**src/mcas_pkg.sv**
```systemverilog
package mcas_pkg;
  // register word width and offsets
  localparam int REG_W = 16;
  localparam logic [7:0] OFS_CURRENT = 8'h04;
  localparam logic [7:0] OFS_SCALE = 8'h05;
  localparam logic [7:0] OFS_ALERT_SEL = 8'h06;
  // scale_factor layout
  localparam int SCALE_W = 15;
  localparam logic [14:0] SCALE_RST = 15'h0000;
  // alert_source_select field positions
  localparam int SHUNT_OVER_BIT = 15;
  localparam int SHUNT_UNDER_BIT = 14;
  localparam int RAIL_OVER_BIT = 13;
  localparam int RAIL_UNDER_BIT = 12;
  localparam int POWER_OVER_BIT = 11;
  localparam int DONE_TO_PIN_BIT = 10;
  localparam int FUNC_HIT_BIT = 4;
  localparam int CONV_DONE_BIT = 3;
  localparam int MATH_OVF_BIT = 2;
  localparam int PIN_POL_BIT = 1;
  localparam int LATCH_SEL_BIT = 0;
  localparam int ENABLE_W = 6;
  localparam logic [5:0] ENABLE_RST = 6'h00;
  localparam logic [15:0] ALERT_SEL_RST = 16'h0000;
  // default result scaling shifts
  localparam int CUR_SHIFT_DEF = 11;
  localparam int PWR_SHIFT_DEF = 13;
endpackage

```
**src/mcas_top.sv**
```systemverilog
`timescale 1ns/1ps
// Functional notes
// - current result is signed shunt reading times scale value, shifted right by CUR_SHIFT and saturated.
// - scale value sets the weight of current and power counts.
// - scale_factor at 05h, bit 15 unused, bits 14..0 scale, resets zero.
// - current_result at 04h is read only; writes leave it unchanged.
// - alert_source_select at 06h: enables 15..10, reserved 9..5, flags 4..2, polarity 1, latch select 0.
// - alert_source_select picks the function driving the alert pin and its behaviour.
// - with several limit enables set, only the highest one is compared.
// - bits 15/13 alert on shunt/rail above limit, 14/12 below limit.
// - bit 11 alerts when power result exceeds the limit.
// - bit 10 also drives the alert when the conversion-done flag sets.
// - latch mode clears hit flag on read; transparent clears after clean conversion.
// - polarity 0 gives active-low alert, 1 gives active-high.
module mcas_top #(
  parameter int CUR_SHIFT = mcas_pkg::CUR_SHIFT_DEF,
  parameter int PWR_SHIFT = mcas_pkg::PWR_SHIFT_DEF
) (
  input wire logic clk,
  input wire logic rst_b,
  input wire logic [7:0] regAddr,
  input wire logic [15:0] regWrData,
  input wire logic regWr,
  input wire logic regRd,
  output logic [15:0] regRdData,
  input wire logic signed [15:0] shuntVolt,
  input wire logic [15:0] railVolt,
  input wire logic [15:0] alertLimit,
  input wire logic convDone,
  output logic [15:0] powerResult,
  output logic alertOut,
  output logic alertOe
);
  logic [14:0] scale_r, scale_nxt;
  logic signed [15:0] current_r, current_nxt;
  logic [15:0] power_r, power_nxt;
  logic [5:0] enable_r, enable_nxt;
  logic pinPol_r, pinPol_nxt;
  logic latchSel_r, latchSel_nxt;
  logic hitFlag_r, hitFlag_nxt;
  logic doneFlag_r, doneFlag_nxt;
  logic ovfFlag_r, ovfFlag_nxt;
  logic [15:0] rdData_r, rdData_nxt;
  logic alertOe_r, alertOe_nxt;
  logic signed [15:0] mathCurrent;
  logic [15:0] mathPower;
  logic mathOvf;
  logic funcHit;
  logic alertActive;
  logic selRead;

  mcas_math #(
    .CUR_SHIFT(CUR_SHIFT),
    .PWR_SHIFT(PWR_SHIFT)
  ) uMath (
    .shuntVolt(shuntVolt),
    .railVolt(railVolt),
    .scaleBits(scale_r),
    .currentVal(mathCurrent),
    .powerVal(mathPower),
    .mathOvf(mathOvf)
  );

  // full alert_source_select word as software reads it
  function automatic logic [15:0] selWord(input logic [5:0] en, input logic hit,
                                          input logic done, input logic ovf,
                                          input logic power_over_enable, input logic lat);
    logic [15:0] w;
    w = mcas_pkg::ALERT_SEL_RST;
    w[mcas_pkg::SHUNT_OVER_BIT:mcas_pkg::DONE_TO_PIN_BIT] = en;
    w[mcas_pkg::FUNC_HIT_BIT] = hit;
    w[mcas_pkg::CONV_DONE_BIT] = done;
    w[mcas_pkg::MATH_OVF_BIT] = ovf;
    w[mcas_pkg::PIN_POL_BIT] = power_over_enable;
    w[mcas_pkg::LATCH_SEL_BIT] = lat;
    return w;
  endfunction

  // priority chain: highest set enable alone is compared
  always_comb begin
    if (enable_r[5]) begin
      funcHit = shuntVolt > $signed(alertLimit);
    end else if (enable_r[4]) begin
      funcHit = shuntVolt < $signed(alertLimit);
    end else if (enable_r[3]) begin
      funcHit = railVolt > alertLimit;
    end else if (enable_r[2]) begin
      funcHit = railVolt < alertLimit;
    end else if (enable_r[1]) begin
      funcHit = mathPower > alertLimit;
    end else begin
      funcHit = 1'b0;
    end
  end

  assign selRead = regRd && (regAddr == mcas_pkg::OFS_ALERT_SEL);

  // next register state; hardware sets win over read clears
  always_comb begin
    scale_nxt = scale_r;
    current_nxt = current_r;
    power_nxt = power_r;
    enable_nxt = enable_r;
    pinPol_nxt = pinPol_r;
    latchSel_nxt = latchSel_r;
    hitFlag_nxt = hitFlag_r;
    doneFlag_nxt = doneFlag_r;
    ovfFlag_nxt = ovfFlag_r;
    rdData_nxt = rdData_r;
    if (regWr && regAddr == mcas_pkg::OFS_SCALE) begin
      scale_nxt = regWrData[mcas_pkg::SCALE_W-1:0];
    end
    if (regWr && regAddr == mcas_pkg::OFS_ALERT_SEL) begin
      enable_nxt = regWrData[mcas_pkg::SHUNT_OVER_BIT:mcas_pkg::DONE_TO_PIN_BIT];
      pinPol_nxt = regWrData[mcas_pkg::PIN_POL_BIT];
      latchSel_nxt = regWrData[mcas_pkg::LATCH_SEL_BIT];
    end
    // read of the select word clears the sticky flags
    if (selRead) begin
      doneFlag_nxt = 1'b0;
      if (latchSel_r) begin
        hitFlag_nxt = 1'b0;
      end
    end
    // results and the overflow flag move only on a finished conversion
    if (convDone) begin
      current_nxt = mathCurrent;
      power_nxt = mathPower;
      ovfFlag_nxt = mathOvf;
      doneFlag_nxt = 1'b1;
      if (latchSel_r) begin
        // build on the read-cleared value so a read in this cycle is not lost
        hitFlag_nxt = hitFlag_nxt || funcHit;
      end else begin
        hitFlag_nxt = funcHit;
      end
    end
    // writes to 04h are simply not decoded
    if (regRd) begin
      unique case (regAddr)
        mcas_pkg::OFS_CURRENT: rdData_nxt = current_r;
        mcas_pkg::OFS_SCALE: rdData_nxt = {1'b0, scale_r};
        mcas_pkg::OFS_ALERT_SEL: rdData_nxt = selWord(enable_r, hitFlag_r, doneFlag_r,
                                                      ovfFlag_r, pinPol_r, latchSel_r);
        default: rdData_nxt = 16'h0000;
      endcase
    end
  end

  // pin: function flag, plus done flag when routed
  always_comb begin
    alertActive = hitFlag_nxt || (enable_nxt[0] && doneFlag_nxt);
    // open drain: pull low when the output level is low
    alertOe_nxt = pinPol_nxt ? !alertActive : alertActive;
  end

  // register all state
  always_ff @(posedge clk) begin
    if (!rst_b) begin
      scale_r <= mcas_pkg::SCALE_RST;
      current_r <= 16'sh0000;
      power_r <= 16'h0000;
      enable_r <= mcas_pkg::ENABLE_RST;
      pinPol_r <= 1'b0;
      latchSel_r <= 1'b0;
      hitFlag_r <= 1'b0;
      doneFlag_r <= 1'b0;
      ovfFlag_r <= 1'b0;
      rdData_r <= 16'h0000;
      alertOe_r <= 1'b0;
    end else begin
      scale_r <= scale_nxt;
      current_r <= current_nxt;
      power_r <= power_nxt;
      enable_r <= enable_nxt;
      pinPol_r <= pinPol_nxt;
      latchSel_r <= latchSel_nxt;
      hitFlag_r <= hitFlag_nxt;
      doneFlag_r <= doneFlag_nxt;
      ovfFlag_r <= ovfFlag_nxt;
      rdData_r <= rdData_nxt;
      alertOe_r <= alertOe_nxt;
    end
  end

  assign regRdData = rdData_r;
  assign powerResult = power_r;
  assign alertOut = 1'b0;
  assign alertOe = alertOe_r;

  a_scale_write: assert property (@(posedge clk) disable iff (!rst_b)
    regWr && regAddr == mcas_pkg::OFS_SCALE |=> scale_r == $past(regWrData[14:0]))
    else $error("scale write not stored");
  a_current_ro: assert property (@(posedge clk) disable iff (!rst_b)
    regWr && regAddr == mcas_pkg::OFS_CURRENT && !convDone |=> $stable(current_r))
    else $error("current result changed by a write");
  a_current_load: assert property (@(posedge clk) disable iff (!rst_b)
    convDone |=> current_r == $past(mathCurrent))
    else $error("current result not loaded on conversion");
  a_result_hold: assert property (@(posedge clk) disable iff (!rst_b)
    !convDone |=> $stable(current_r) && $stable(power_r) && $stable(ovfFlag_r))
    else $error("result changed without conversion");
  a_prio_top: assert property (@(posedge clk) disable iff (!rst_b)
    enable_r[5] |-> funcHit == (shuntVolt > $signed(alertLimit)))
    else $error("highest enable not given priority");
  a_latch_hold: assert property (@(posedge clk) disable iff (!rst_b)
    latchSel_r && hitFlag_r && !selRead && !(regWr && regAddr == mcas_pkg::OFS_ALERT_SEL)
    |=> hitFlag_r [*1] ##1 1'b1)
    else $error("latched hit flag lost without read");
  a_trans_clear: assert property (@(posedge clk) disable iff (!rst_b)
    !latchSel_r && convDone && !funcHit |=> !hitFlag_r)
    else $error("transparent hit flag not cleared");
  a_done_wins: assert property (@(posedge clk) disable iff (!rst_b)
    convDone |=> doneFlag_r && (!(enable_r[0] && !pinPol_r) || alertOe_r))
    else $error("done flag missing or alert not driven");
  a_pin_pol: assert property (@(posedge clk) disable iff (!rst_b)
    ##1 alertOe_r == (pinPol_r ^ (hitFlag_r || (enable_r[0] && doneFlag_r))))
    else $error("alert pin polarity wrong");
  a_read_data: assert property (@(posedge clk) disable iff (!rst_b)
    regRd && regAddr == mcas_pkg::OFS_SCALE |=> regRdData == {1'b0, $past(scale_r)})
    else $error("scale readback wrong");
  a_read_clear: assert property (@(posedge clk) disable iff (!rst_b)
    latchSel_r && selRead && !(convDone && funcHit) |=> !hitFlag_r)
    else $error("latched hit flag not cleared by read");
endmodule

```
**src/mcas_math.sv**
```systemverilog
`timescale 1ns/1ps
// multiplier path: current from shunt and scale, power from current and rail
module mcas_math #(
  parameter int CUR_SHIFT = mcas_pkg::CUR_SHIFT_DEF,
  parameter int PWR_SHIFT = mcas_pkg::PWR_SHIFT_DEF
) (
  input wire logic signed [15:0] shuntVolt,
  input wire logic [15:0] railVolt,
  input wire logic [14:0] scaleBits,
  output logic signed [15:0] currentVal,
  output logic [15:0] powerVal,
  output logic mathOvf
);
  logic signed [31:0] curProd;
  logic signed [31:0] curScaled;
  logic [15:0] curMag;
  logic [31:0] pwrProd;
  logic [31:0] pwrScaled;
  logic curOvf;

  // elaboration check: a shift past the word width leaves no usable result
  if (CUR_SHIFT < 0 || CUR_SHIFT > 15 || PWR_SHIFT < 0 || PWR_SHIFT > 15) begin
    $error("mcas_math: shift out of range");
  end

  // integer product; the scale value sets the weight of one count
  always_comb begin
    curProd = 32'(shuntVolt) * $signed({17'h00000, scaleBits});
    curScaled = curProd >>> CUR_SHIFT;
    curOvf = (curScaled > 32'sd32767) || (curScaled < -32'sd32768);
    // saturate rather than wrap so an overflow never flips the sign
    if (curScaled > 32'sd32767) begin
      currentVal = 16'sh7fff;
    end else if (curScaled < -32'sd32768) begin
      currentVal = -16'sh8000;
    end else begin
      currentVal = curScaled[15:0];
    end
    // power weight follows the current weight, so it rescales too
    curMag = currentVal[15] ? 16'(-currentVal) : currentVal;
    pwrProd = {16'h0000, curMag} * {16'h0000, railVolt};
    pwrScaled = pwrProd >> PWR_SHIFT;
    powerVal = (pwrScaled > 32'h0000ffff) ? 16'hffff : pwrScaled[15:0];
    mathOvf = curOvf || (pwrScaled > 32'h0000ffff);
  end
endmodule

```
**config.mk**
```make
export PLATFORM = sky130hd
export DESIGN_NAME = mcas_top
export DESIGN_NICKNAME = d
export VERILOG_FILES = /design/src/mcas_pkg.sv /design/src/mcas_top.sv /design/src/mcas_math.sv
export SDC_FILE = /design/constraint.sdc
export NUM_CORES = 1
export LEC_CHECK = 0
export BUFFER_PORTS_ARGS = -buffer_cell sky130_fd_sc_hd__buf_2
export CAP_MARGIN = 20
export CORE_UTILIZATION = 45
export DETAILED_ROUTE_END_ITERATION = 8
export SYNTH_ARGS = -nofsm -noshare
export SYNTH_HDL_FRONTEND = slang
export SYNTH_SLANG_ARGS = --single-unit
```
**constraint.sdc**
```tcl
create_clock -name clk -period 50 [get_ports clk]
set_clock_uncertainty 0.15 [all_clocks]
set_input_delay 0 -clock clk [delete_from_list [all_inputs] [get_ports clk]]
set_output_delay 0 -clock clk [all_outputs]
set_load 0.01 [all_outputs]
```
==> results of run 1 <==
[per-stage QoR]
step | total power, µW | utilization [%] | instance area, µm² | instances
final | 233 | 49.0 | 24700 | 3436
after global routing | 249 | 49.0 | 24700 | 3436
after CTS | 232 | 49.0 | 24700 | 3436
after detailed placement | 165 | 48.0 | 24200 | 3402
after global placement | 163 | 48.0 | 24200 | 3402
after floorplan | 130 | - | 23200 | 2723
[synth_stat cells, types with 10 or more instances]
| cell type | number |
|---|---|
| nand4_1 | 29 |
| a211oi_1 | 20 |
| or2_2 | 14 |
| and2_1 | 247 |
| ha_1 | 229 |
| nand2_1 | 325 |
| xnor2_1 | 38 |
| nand3_1 | 16 |
| o21ai_0 | 55 |
| xor2_1 | 11 |
| nor2_1 | 146 |
| a21o_1 | 47 |
| nor2b_1 | 11 |
| buf_2 | 11 |
| inv_1 | 531 |
| o21a_1 | 25 |
| a31oi_1 | 12 |
| fa_1 | 438 |
| and3_1 | 10 |
| nor3_1 | 26 |
| a21oi_1 | 128 |
| o21bai_1 | 12 |
| clkbuf_1 | 106 |
| mux2i_1 | 36 |
| dfxtp_1 | 75 |
[worst paths after layout]
check	slack, ns	cells past startpoint	endpoint
setup reg to reg	30.85	67	alertOe$_SDFF_PN0_
hold / removal	0.04	5	doneFlag_r$_SDFF_PN0_
setup / recovery	30.85	67	alertOe$_SDFF_PN0_
hold reg to reg	0.31	2	regRdData[15]$_SDFFE_PN0P_
[flip-flops by register name, summed over array words and instances, names as in the netlist]
name,count
latchSel_r,1
hitFlag_r,1
ovfFlag_r,1
alertOe,1
powerResult,16
scale_r,15
pinPol_r,1
regRdData,16
doneFlag_r,1
current_r,16
enable_r,6
[cell type report]
| type | count | area [µm²] |
|---|---|---|
| Timing Repair Buffer | 150 | 901 |
| Fill cell | 4940 | 25800 |
| Clock buffer | 11 | 253 |
| Clock inverter | 4 | 50.0 |
| Sequential cell | 75 | 1500 |
| Tap cell | 672 | 841 |
| Multi-Input combinational cell | 1993 | 19200 |
| Inverter | 531 | 1990 |
[per-layer routing]
layer  up-vias  routed length (µm)
met3        92                3730
met1      9455               30000
met5         -                   0
met2       558               31000
met4         0                1690
li1       8569                   -
[tightest hold or removal path: cells and delay by family]
kind / cells / cell delay, ns
buf+inv: 1 / 0.09
simple gates: 3 / 0.29
compound gates: 1 / 0.11
[timing repair]
action | 4_1_cts | 5_1_grt
endpoints found under the hold margin | 40 | 0
setup buffers | 0 | 0
setup endpoints to repair | 0 | 0
hold buffers | 19 | 0
[logic make-up (layout without fill, tap and decap cells)]
logic type / after synthesis / after routing / share of synthesized area (%)
XOR/XNOR: 49 / 49 / 1.85
adder cells (fa/ha/maj): 667 / 667 / 50.2
buffers and inverters: 655 / 696 / 10.8
multiplexers: 39 / 39 / 1.70
AO/OA/AOI/OAI: 372 / 372 / 10.5
flip-flops: 75 / 75 / 6.48
other: 1 / 1 / 0.0162
AND/OR/NAND/NOR: 865 / 865 / 18.4
[power by group]
group	internal [µW]	switching, µW
clock	41.0	25.3
sequential	61.7	1.37
combinational	37.3	66.3
==> run summary, run 1 <==
Cells after Synth: 2723
Critical-path top delay cell: a21oi_1
Final Max Tran Viols: 0
Hold WC Path Type: in2reg
Syn avg cell area: 8.51 µm²
Die height: 229 µm
Die footprint: 52400 µm²
Via Count: 18700
Initial Util: 45.9%
Netlist Area Pre-Place: 23200 µm²
Worst path bufs/invs: 10
Drt drc: 0
Pre-CTS setup slack: 31.03 ns
Post-synth EDFFs: 0
Detailed Route WL: 66.4 mm
Most frequent cells in the layout: 530 x inv_1, 438 x fa_1, 325 x nand2_1, 247 x and2_1, 229 x ha_1
Yosys top cell by area: fa_1
Yosys warns: 0
Leakage: 0.0131 µW
Fmax: 52.2 MHz
Die Wd: 229 µm
Critical Path End Type: register
Initial antenna violation count: 1
Core ar.: 50500 µm²
Placer Congestion: 0.944
First-pass GRT wire length: 110 mm
Vias per inst: 5.43
Synth-to-Final Area Change: 6.70%
# IOs: 111
CTS Buf Count: 9
Unique masters post-synth: 79
Largest net degree at the start of global routing: 57
CP Launch Type: register
Post-DP HPWL: 54.4 mm
Clock-pin slew on the worst setup and hold paths: 0.06 ns
Crit-path leading delay family: adder cells
Worst path max stage delay: 0.85 ns
GRT Total Usage: 26.5%
Final net count: 3504
CTS H-tree depth: 3
GR Util met1: 36.7%
IR drop worst, VDD: 0.0131 mV
Final setup violation count: 0
Post-Syn Nets: 3467
Status: finished clean
WP data required: 50.07 ns
DRT iter0 DRCs: 1072
Max clock buf depth: 2
Met2 Use GR: 44.2%
Fin crit period: 19.15 ns
CTS tree: done
CP arrival: 19.23 ns
Sink Count: 75
Final hold slack: 0.0403 ns
Clk root buf: clkbuf_16
Commonest non-fill, non-tap cell in the layout: inv_1
Crit Path Class: reg2reg
#FFs+latches synth: 75
Async set-reset flop share out of synthesis: 0%
Slew headroom: 30.3%
Part of the Yosys area used for sequential elements: 6.48%
Worst Setup SP: scale_r[1]$_SDFFE_PN0P_
Initial DRT Pass Iterations: 5
PD cells: 9.42 nW/µm²
Unrepaired setup endpoints after global routing: false
Vias in the first global route: 20100
Min setup slack post-route: 30.85 ns
DR WL/cell: 19.3 µm
Final Hold Fails: 0
Primary FF master, synth: dfxtp_1
Global route overflow: 0
CP Max Fanout: 30
Rows: 82
Post-DRT Antenna Nets: 0
Worst slew pin tran: 1.04 ns
Largest cells by area after synthesis: fa_1 38%, ha_1 12%, inv_1 8.6%, and2_1 6.7%, dfxtp_1 6.5%
Met3 global-route usage: 2.91%
# resized after CTS: 0
Synth top area share: 37.9%
Crit share post-route: 38.3%
Antenna cells: 0
Layer with the highest usage: met2
Setup TNS: 0 ns
Worst r2r src: scale_r[1]$_SDFFE_PN0P_
Crit-path most repeated cell: fa_1
Buffers on Ports: 109
Layout cell share with drive strength beyond 1: 6.77%
Worst-Skew Late Latency: 0.34 ns
Hold path start: regAddr[6]
Max_cap viols: 0
Note: power is estimated with default switching activity, not from simulation.
==> inputs of run 2 (changes only) <==
--- a/config.mk
+++ b/config.mk
@@ -5,6 +5,7 @@
 export SDC_FILE = /design/constraint.sdc
 export NUM_CORES = 1
 export LEC_CHECK = 0
+export ABC_AREA = 1
 export BUFFER_PORTS_ARGS = -buffer_cell sky130_fd_sc_hd__buf_2
 export CAP_MARGIN = 20
 export CORE_UTILIZATION = 45
==> constraint.sdc (replaced) <==
create_clock -name clk -period 19.4 [get_ports clk]
set_clock_uncertainty 0.15 [all_clocks]
set_input_delay 0 -clock clk [delete_from_list [all_inputs] [get_ports clk]]
set_output_delay 0 -clock clk [all_outputs]
set_load 0.01 [all_outputs]
==> run 2 against run 1 <==
  * Synthesized cell count up 15%
  * Largest power group unchanged
  * Combinational power rose to 8.5 times the previous value
  * Die area increased by 1.3%
  * Non-clock buffer count down 7
  * Critical path type unchanged
  * Routed wire length rose by 5.8%
  * Area after synthesis rose by 1.3%
==> run summary, run 2 <==
Die footprint: 53100 µm² (+1.3%)
Final net count: 3945 (+13%)
Fillers: 5165 (+4.6%)
Clock power share: 14.4% (-14 points)
Crit share post-route: 88.2% (+50 points)
Worst r2r src: scale_r[1]$_SDFFE_PN0P_
Critical Path End Type: register
PD cells: 49.2 nW/µm² (+420%)
Core ar.: 51400 µm² (+1.8%)
CP Launch Type: register
Most frequent cells in the layout: 812 x inv_1, 689 x nand2_1, 438 x fa_1, 269 x nor2_1, 229 x ha_1
Reg area: 1500 µm² (unchanged)
Part of the Yosys area used for sequential elements: 6.40% (-0.083 points)
Internal Pwr Total: 571 µW (+310%)
Vias per inst: 5.16 (-5.1%)
Final instance area: 25000 µm² (+1.3%)
Synth cell count leaders: 812 x inv_1, 689 x nand2_1, 438 x fa_1
Max clock buf depth: 2 (unchanged)
Initial Util: 45.6% (-0.25 points)
Largest cells by area after synthesis: fa_1 37%, inv_1 13%, ha_1 12%, nand2_1 11%, dfxtp_1 6.4%
Global route overflow: 0 (unchanged)
Placer Congestion: 0.992 (+5.1%)
Critical-path top delay cell: dfxtp_1
CTS H-tree depth: 3 (unchanged)
Synth-to-Final Area Change: 6.73% (about the same)
Post-DRT Antenna Nets: 0 (unchanged)
WP data required: 19.51 ns (-30.56 ns)
Primary FF master, synth: dfxtp_1
Unrepaired setup endpoints after global routing: false
Switching Power: 661 µW (+610%)
Fin crit period: 17.11 ns (-2.05 ns)
Detailed Route WL: 70.3 mm (+5.8%)
Hold depth: 6 (+1)
Total power: 1230 µW (+430%)
Met3 global-route usage: 4.92% (+2.0 points)
Slew headroom: 35.1% (+4.8 points)
Buffers on Ports: 109 (unchanged)
Max_cap viols: 0 (unchanged)
FF-to-FF End: alertOe$_SDFF_PN0_
GR Util met1: 39.9% (+3.2 points)
Cells after Synth: 3144 (+15%)
Fmax: 58.5 MHz (+12%)
Hold WC Path Type: in2reg
Netlist Area Pre-Place: 23500 µm² (+1.3%)
Layout cell share with drive strength beyond 1: 7.42% (+0.66 points)
Sequential power share: 14.1% (-13 points)
Met2 Use GR: 42.8% (-1.5 points)
# IOs: 111 (unchanged)
CTS tree: done
Syn avg cell area: 7.46 µm² (-12%)
CP Max Fanout: 17 (-43%)
Yosys warns: 0 (unchanged)
Post-synth EDFFs: 0 (unchanged)
GRT Total Usage: 27.6% (+1.1 points)
Post-Syn Nets: 3888 (+12%)
Clock-pin slew on the worst setup and hold paths: 0.07 ns (about the same)
Leakage: 0.0146 µW (+11%)
#FFs+latches synth: 75 (unchanged)
Layer with the highest usage: met2
Unique masters post-synth: 58 (-27%)
Crit-path most repeated cell: fa_1
Final hold slack: 0.00910 ns (-0.0312 ns)
Sink Count: 75 (unchanged)
Final Hold Fails: 0 (unchanged)
Combinational share of power: 71.6% (+27 points)
Post-DP HPWL: 59.1 mm (+8.7%)
Crit Path Class: reg2reg
Drt drc: 0 (unchanged)
Setup repair bufs after CTS: 0 (unchanged)
Worst path max stage delay: 0.81 ns (-0.04 ns)
Count leader, synth: inv_1
Worst slew pin tran: 0.972 ns (-0.0689 ns)
Die Wd: 230 µm (+0.64%)
Hold path start: regAddr[1]
Worst Reg2Reg Path Length in Cells: 70 (+4.5%)
Setup TNS: 0 ns (unchanged)
Status: finished clean
Area of the multi-input gates: 18400 µm² (-4.3%)
Vias in the first global route: 20700 (+3.0%)
Final setup violation count: 0 (unchanged)
DR WL/cell: 18.1 µm (-6.5%)
Largest net degree at the start of global routing: 47 (-18%)
CTS Buf Count: 9 (unchanged)
IR drop worst, VDD: 0.0492 mV (+270%)
DP Area: 24500 µm² (+1.0%)
Yosys top cell by area: fa_1
R2r setup slk: 2.29 ns (-28.55 ns)
Synth top area share: 37.4% (-0.48 points)
First-pass GRT wire length: 114 mm (+3.5%)
Initial antenna violation count: 0 (-1)
Switching Fraction: 53.6% (+14 points)
Final Max Tran Viols: 0 (unchanged)
CP arrival: 17.21 ns (-2.02 ns)
Commonest non-fill, non-tap cell in the layout: inv_1
Async set-reset flop share out of synthesis: 0% (unchanged)
Layout Utilization: 48.7% (-0.25 points)
Rows: 83 (+1.2%)
Via Count: 20100 (+7.4%)
Initial DRT Pass Iterations: 7 (+2)
Hold Path Sink: regRdData[6]$_SDFFE_PN0P_
Worst-Skew Late Latency: 0.36 ns (+0.02 ns)
Die height: 230 µm (+0.64%)
DRT iter0 DRCs: 1649 (+54%)
Antenna cells: 0 (unchanged)
Clk root buf: clkbuf_16
## run 2: cell types whose count changed after synthesis, sizes merged, moves of 28 or more
cell / previous run / this run
and2: 247 / 1
nand2: 325 / 733
mux2i: 36 / 1
inv: 531 / 838
a21o: 47 / 2
nand3: 16 / 51
nor2: 146 / 282
o21ai: 58 / 86
## run 2: power by group through the flow
| stage | Clock (µW) | Sequential [µW] | Combinational [µW] |
|---|---|---|---|
| floorplan | 0 | 180 | 590 |
| global placement | 0 | 176 | 858 |
| detailed placement | 0 | 176 | 864 |
| CTS | 179 | 173 | 878 |
| global route | 186 | 174 | 987 |
| finish | 177 | 173 | 882 |
## run 2: final cells by class
cell class | instances | share of cell area, %
Sequential cell | 75 | 5.99
Multi-Input combinational cell | 2130 | 73.3
Clock buffer | 10 | 0.914
Timing Repair Buffer | 143 | 3.48
Inverter | 842 | 12.6
Clock inverter | 6 | 0.260
Tap cell | 680 | 3.40
## run 2: layer usage
metal	part of all wire, %	wire length [µm]
met2	44	30900
met1	45	31800
met5	0	0
met4	2.5	1730
met3	8.2	5780
## run 2: worst max-delay path: cells and delay by family, from the launching register on
kind | cells | cell delay, ns
AO/OA/AOI/OAI | 17 | 3.16
adder cells (fa/ha/maj) | 16 | 7.56
buffers and inverters | 11 | 1.60
flip-flops | 1 | 0.81
AND/OR/NAND/NOR | 26 | 3.71
## run 2: metrics by stage
step                      worst slack [ns]  instances
after floorplan                       5.02       3144
after global placement                2.87       3842
after detailed placement              2.60       3842
after CTS                             2.52       3886
after global routing                  1.07       3886
final                                 2.29       3886
## run 2: cell families (layout without fill, tap and decap cells)
kind of cell    Yosys count  count (layout)  synth area share [%]
xor+xnor                 37              37                  1.38
simple gates           1138            1138                  20.4
mux                       1               1                0.0427
other cells               1               1                0.0160
compound gates          286             286                  6.86
flops                    75              75                  6.40
fa+ha+maj               667             667                  49.6
buf+inv                 939            1001                  15.4
## run 2: repair_timing
| action | in CTS | in global routing |
|---|---|---|
| endpoints found under the hold margin | 47 | 0 |
| hold buffers | 28 | 0 |
| gates resized for setup | 0 | 0 |
## run 2: worst max-delay path by stage
stage                                       start                 end  slack, ns  cells after the start
after floorplan           scale_r[2]$_SDFFE_PN0P_  alertOe$_SDFF_PN0_       5.02                     75
final                     scale_r[1]$_SDFFE_PN0P_  alertOe$_SDFF_PN0_       2.29                     70
after detailed placement  scale_r[1]$_SDFFE_PN0P_  alertOe$_SDFF_PN0_       2.60                     70
after CTS                 scale_r[1]$_SDFFE_PN0P_  alertOe$_SDFF_PN0_       2.52                     70
after global placement    scale_r[1]$_SDFFE_PN0P_  alertOe$_SDFF_PN0_       2.87                     70
after global routing      scale_r[1]$_SDFFE_PN0P_  alertOe$_SDFF_PN0_       1.07                     69
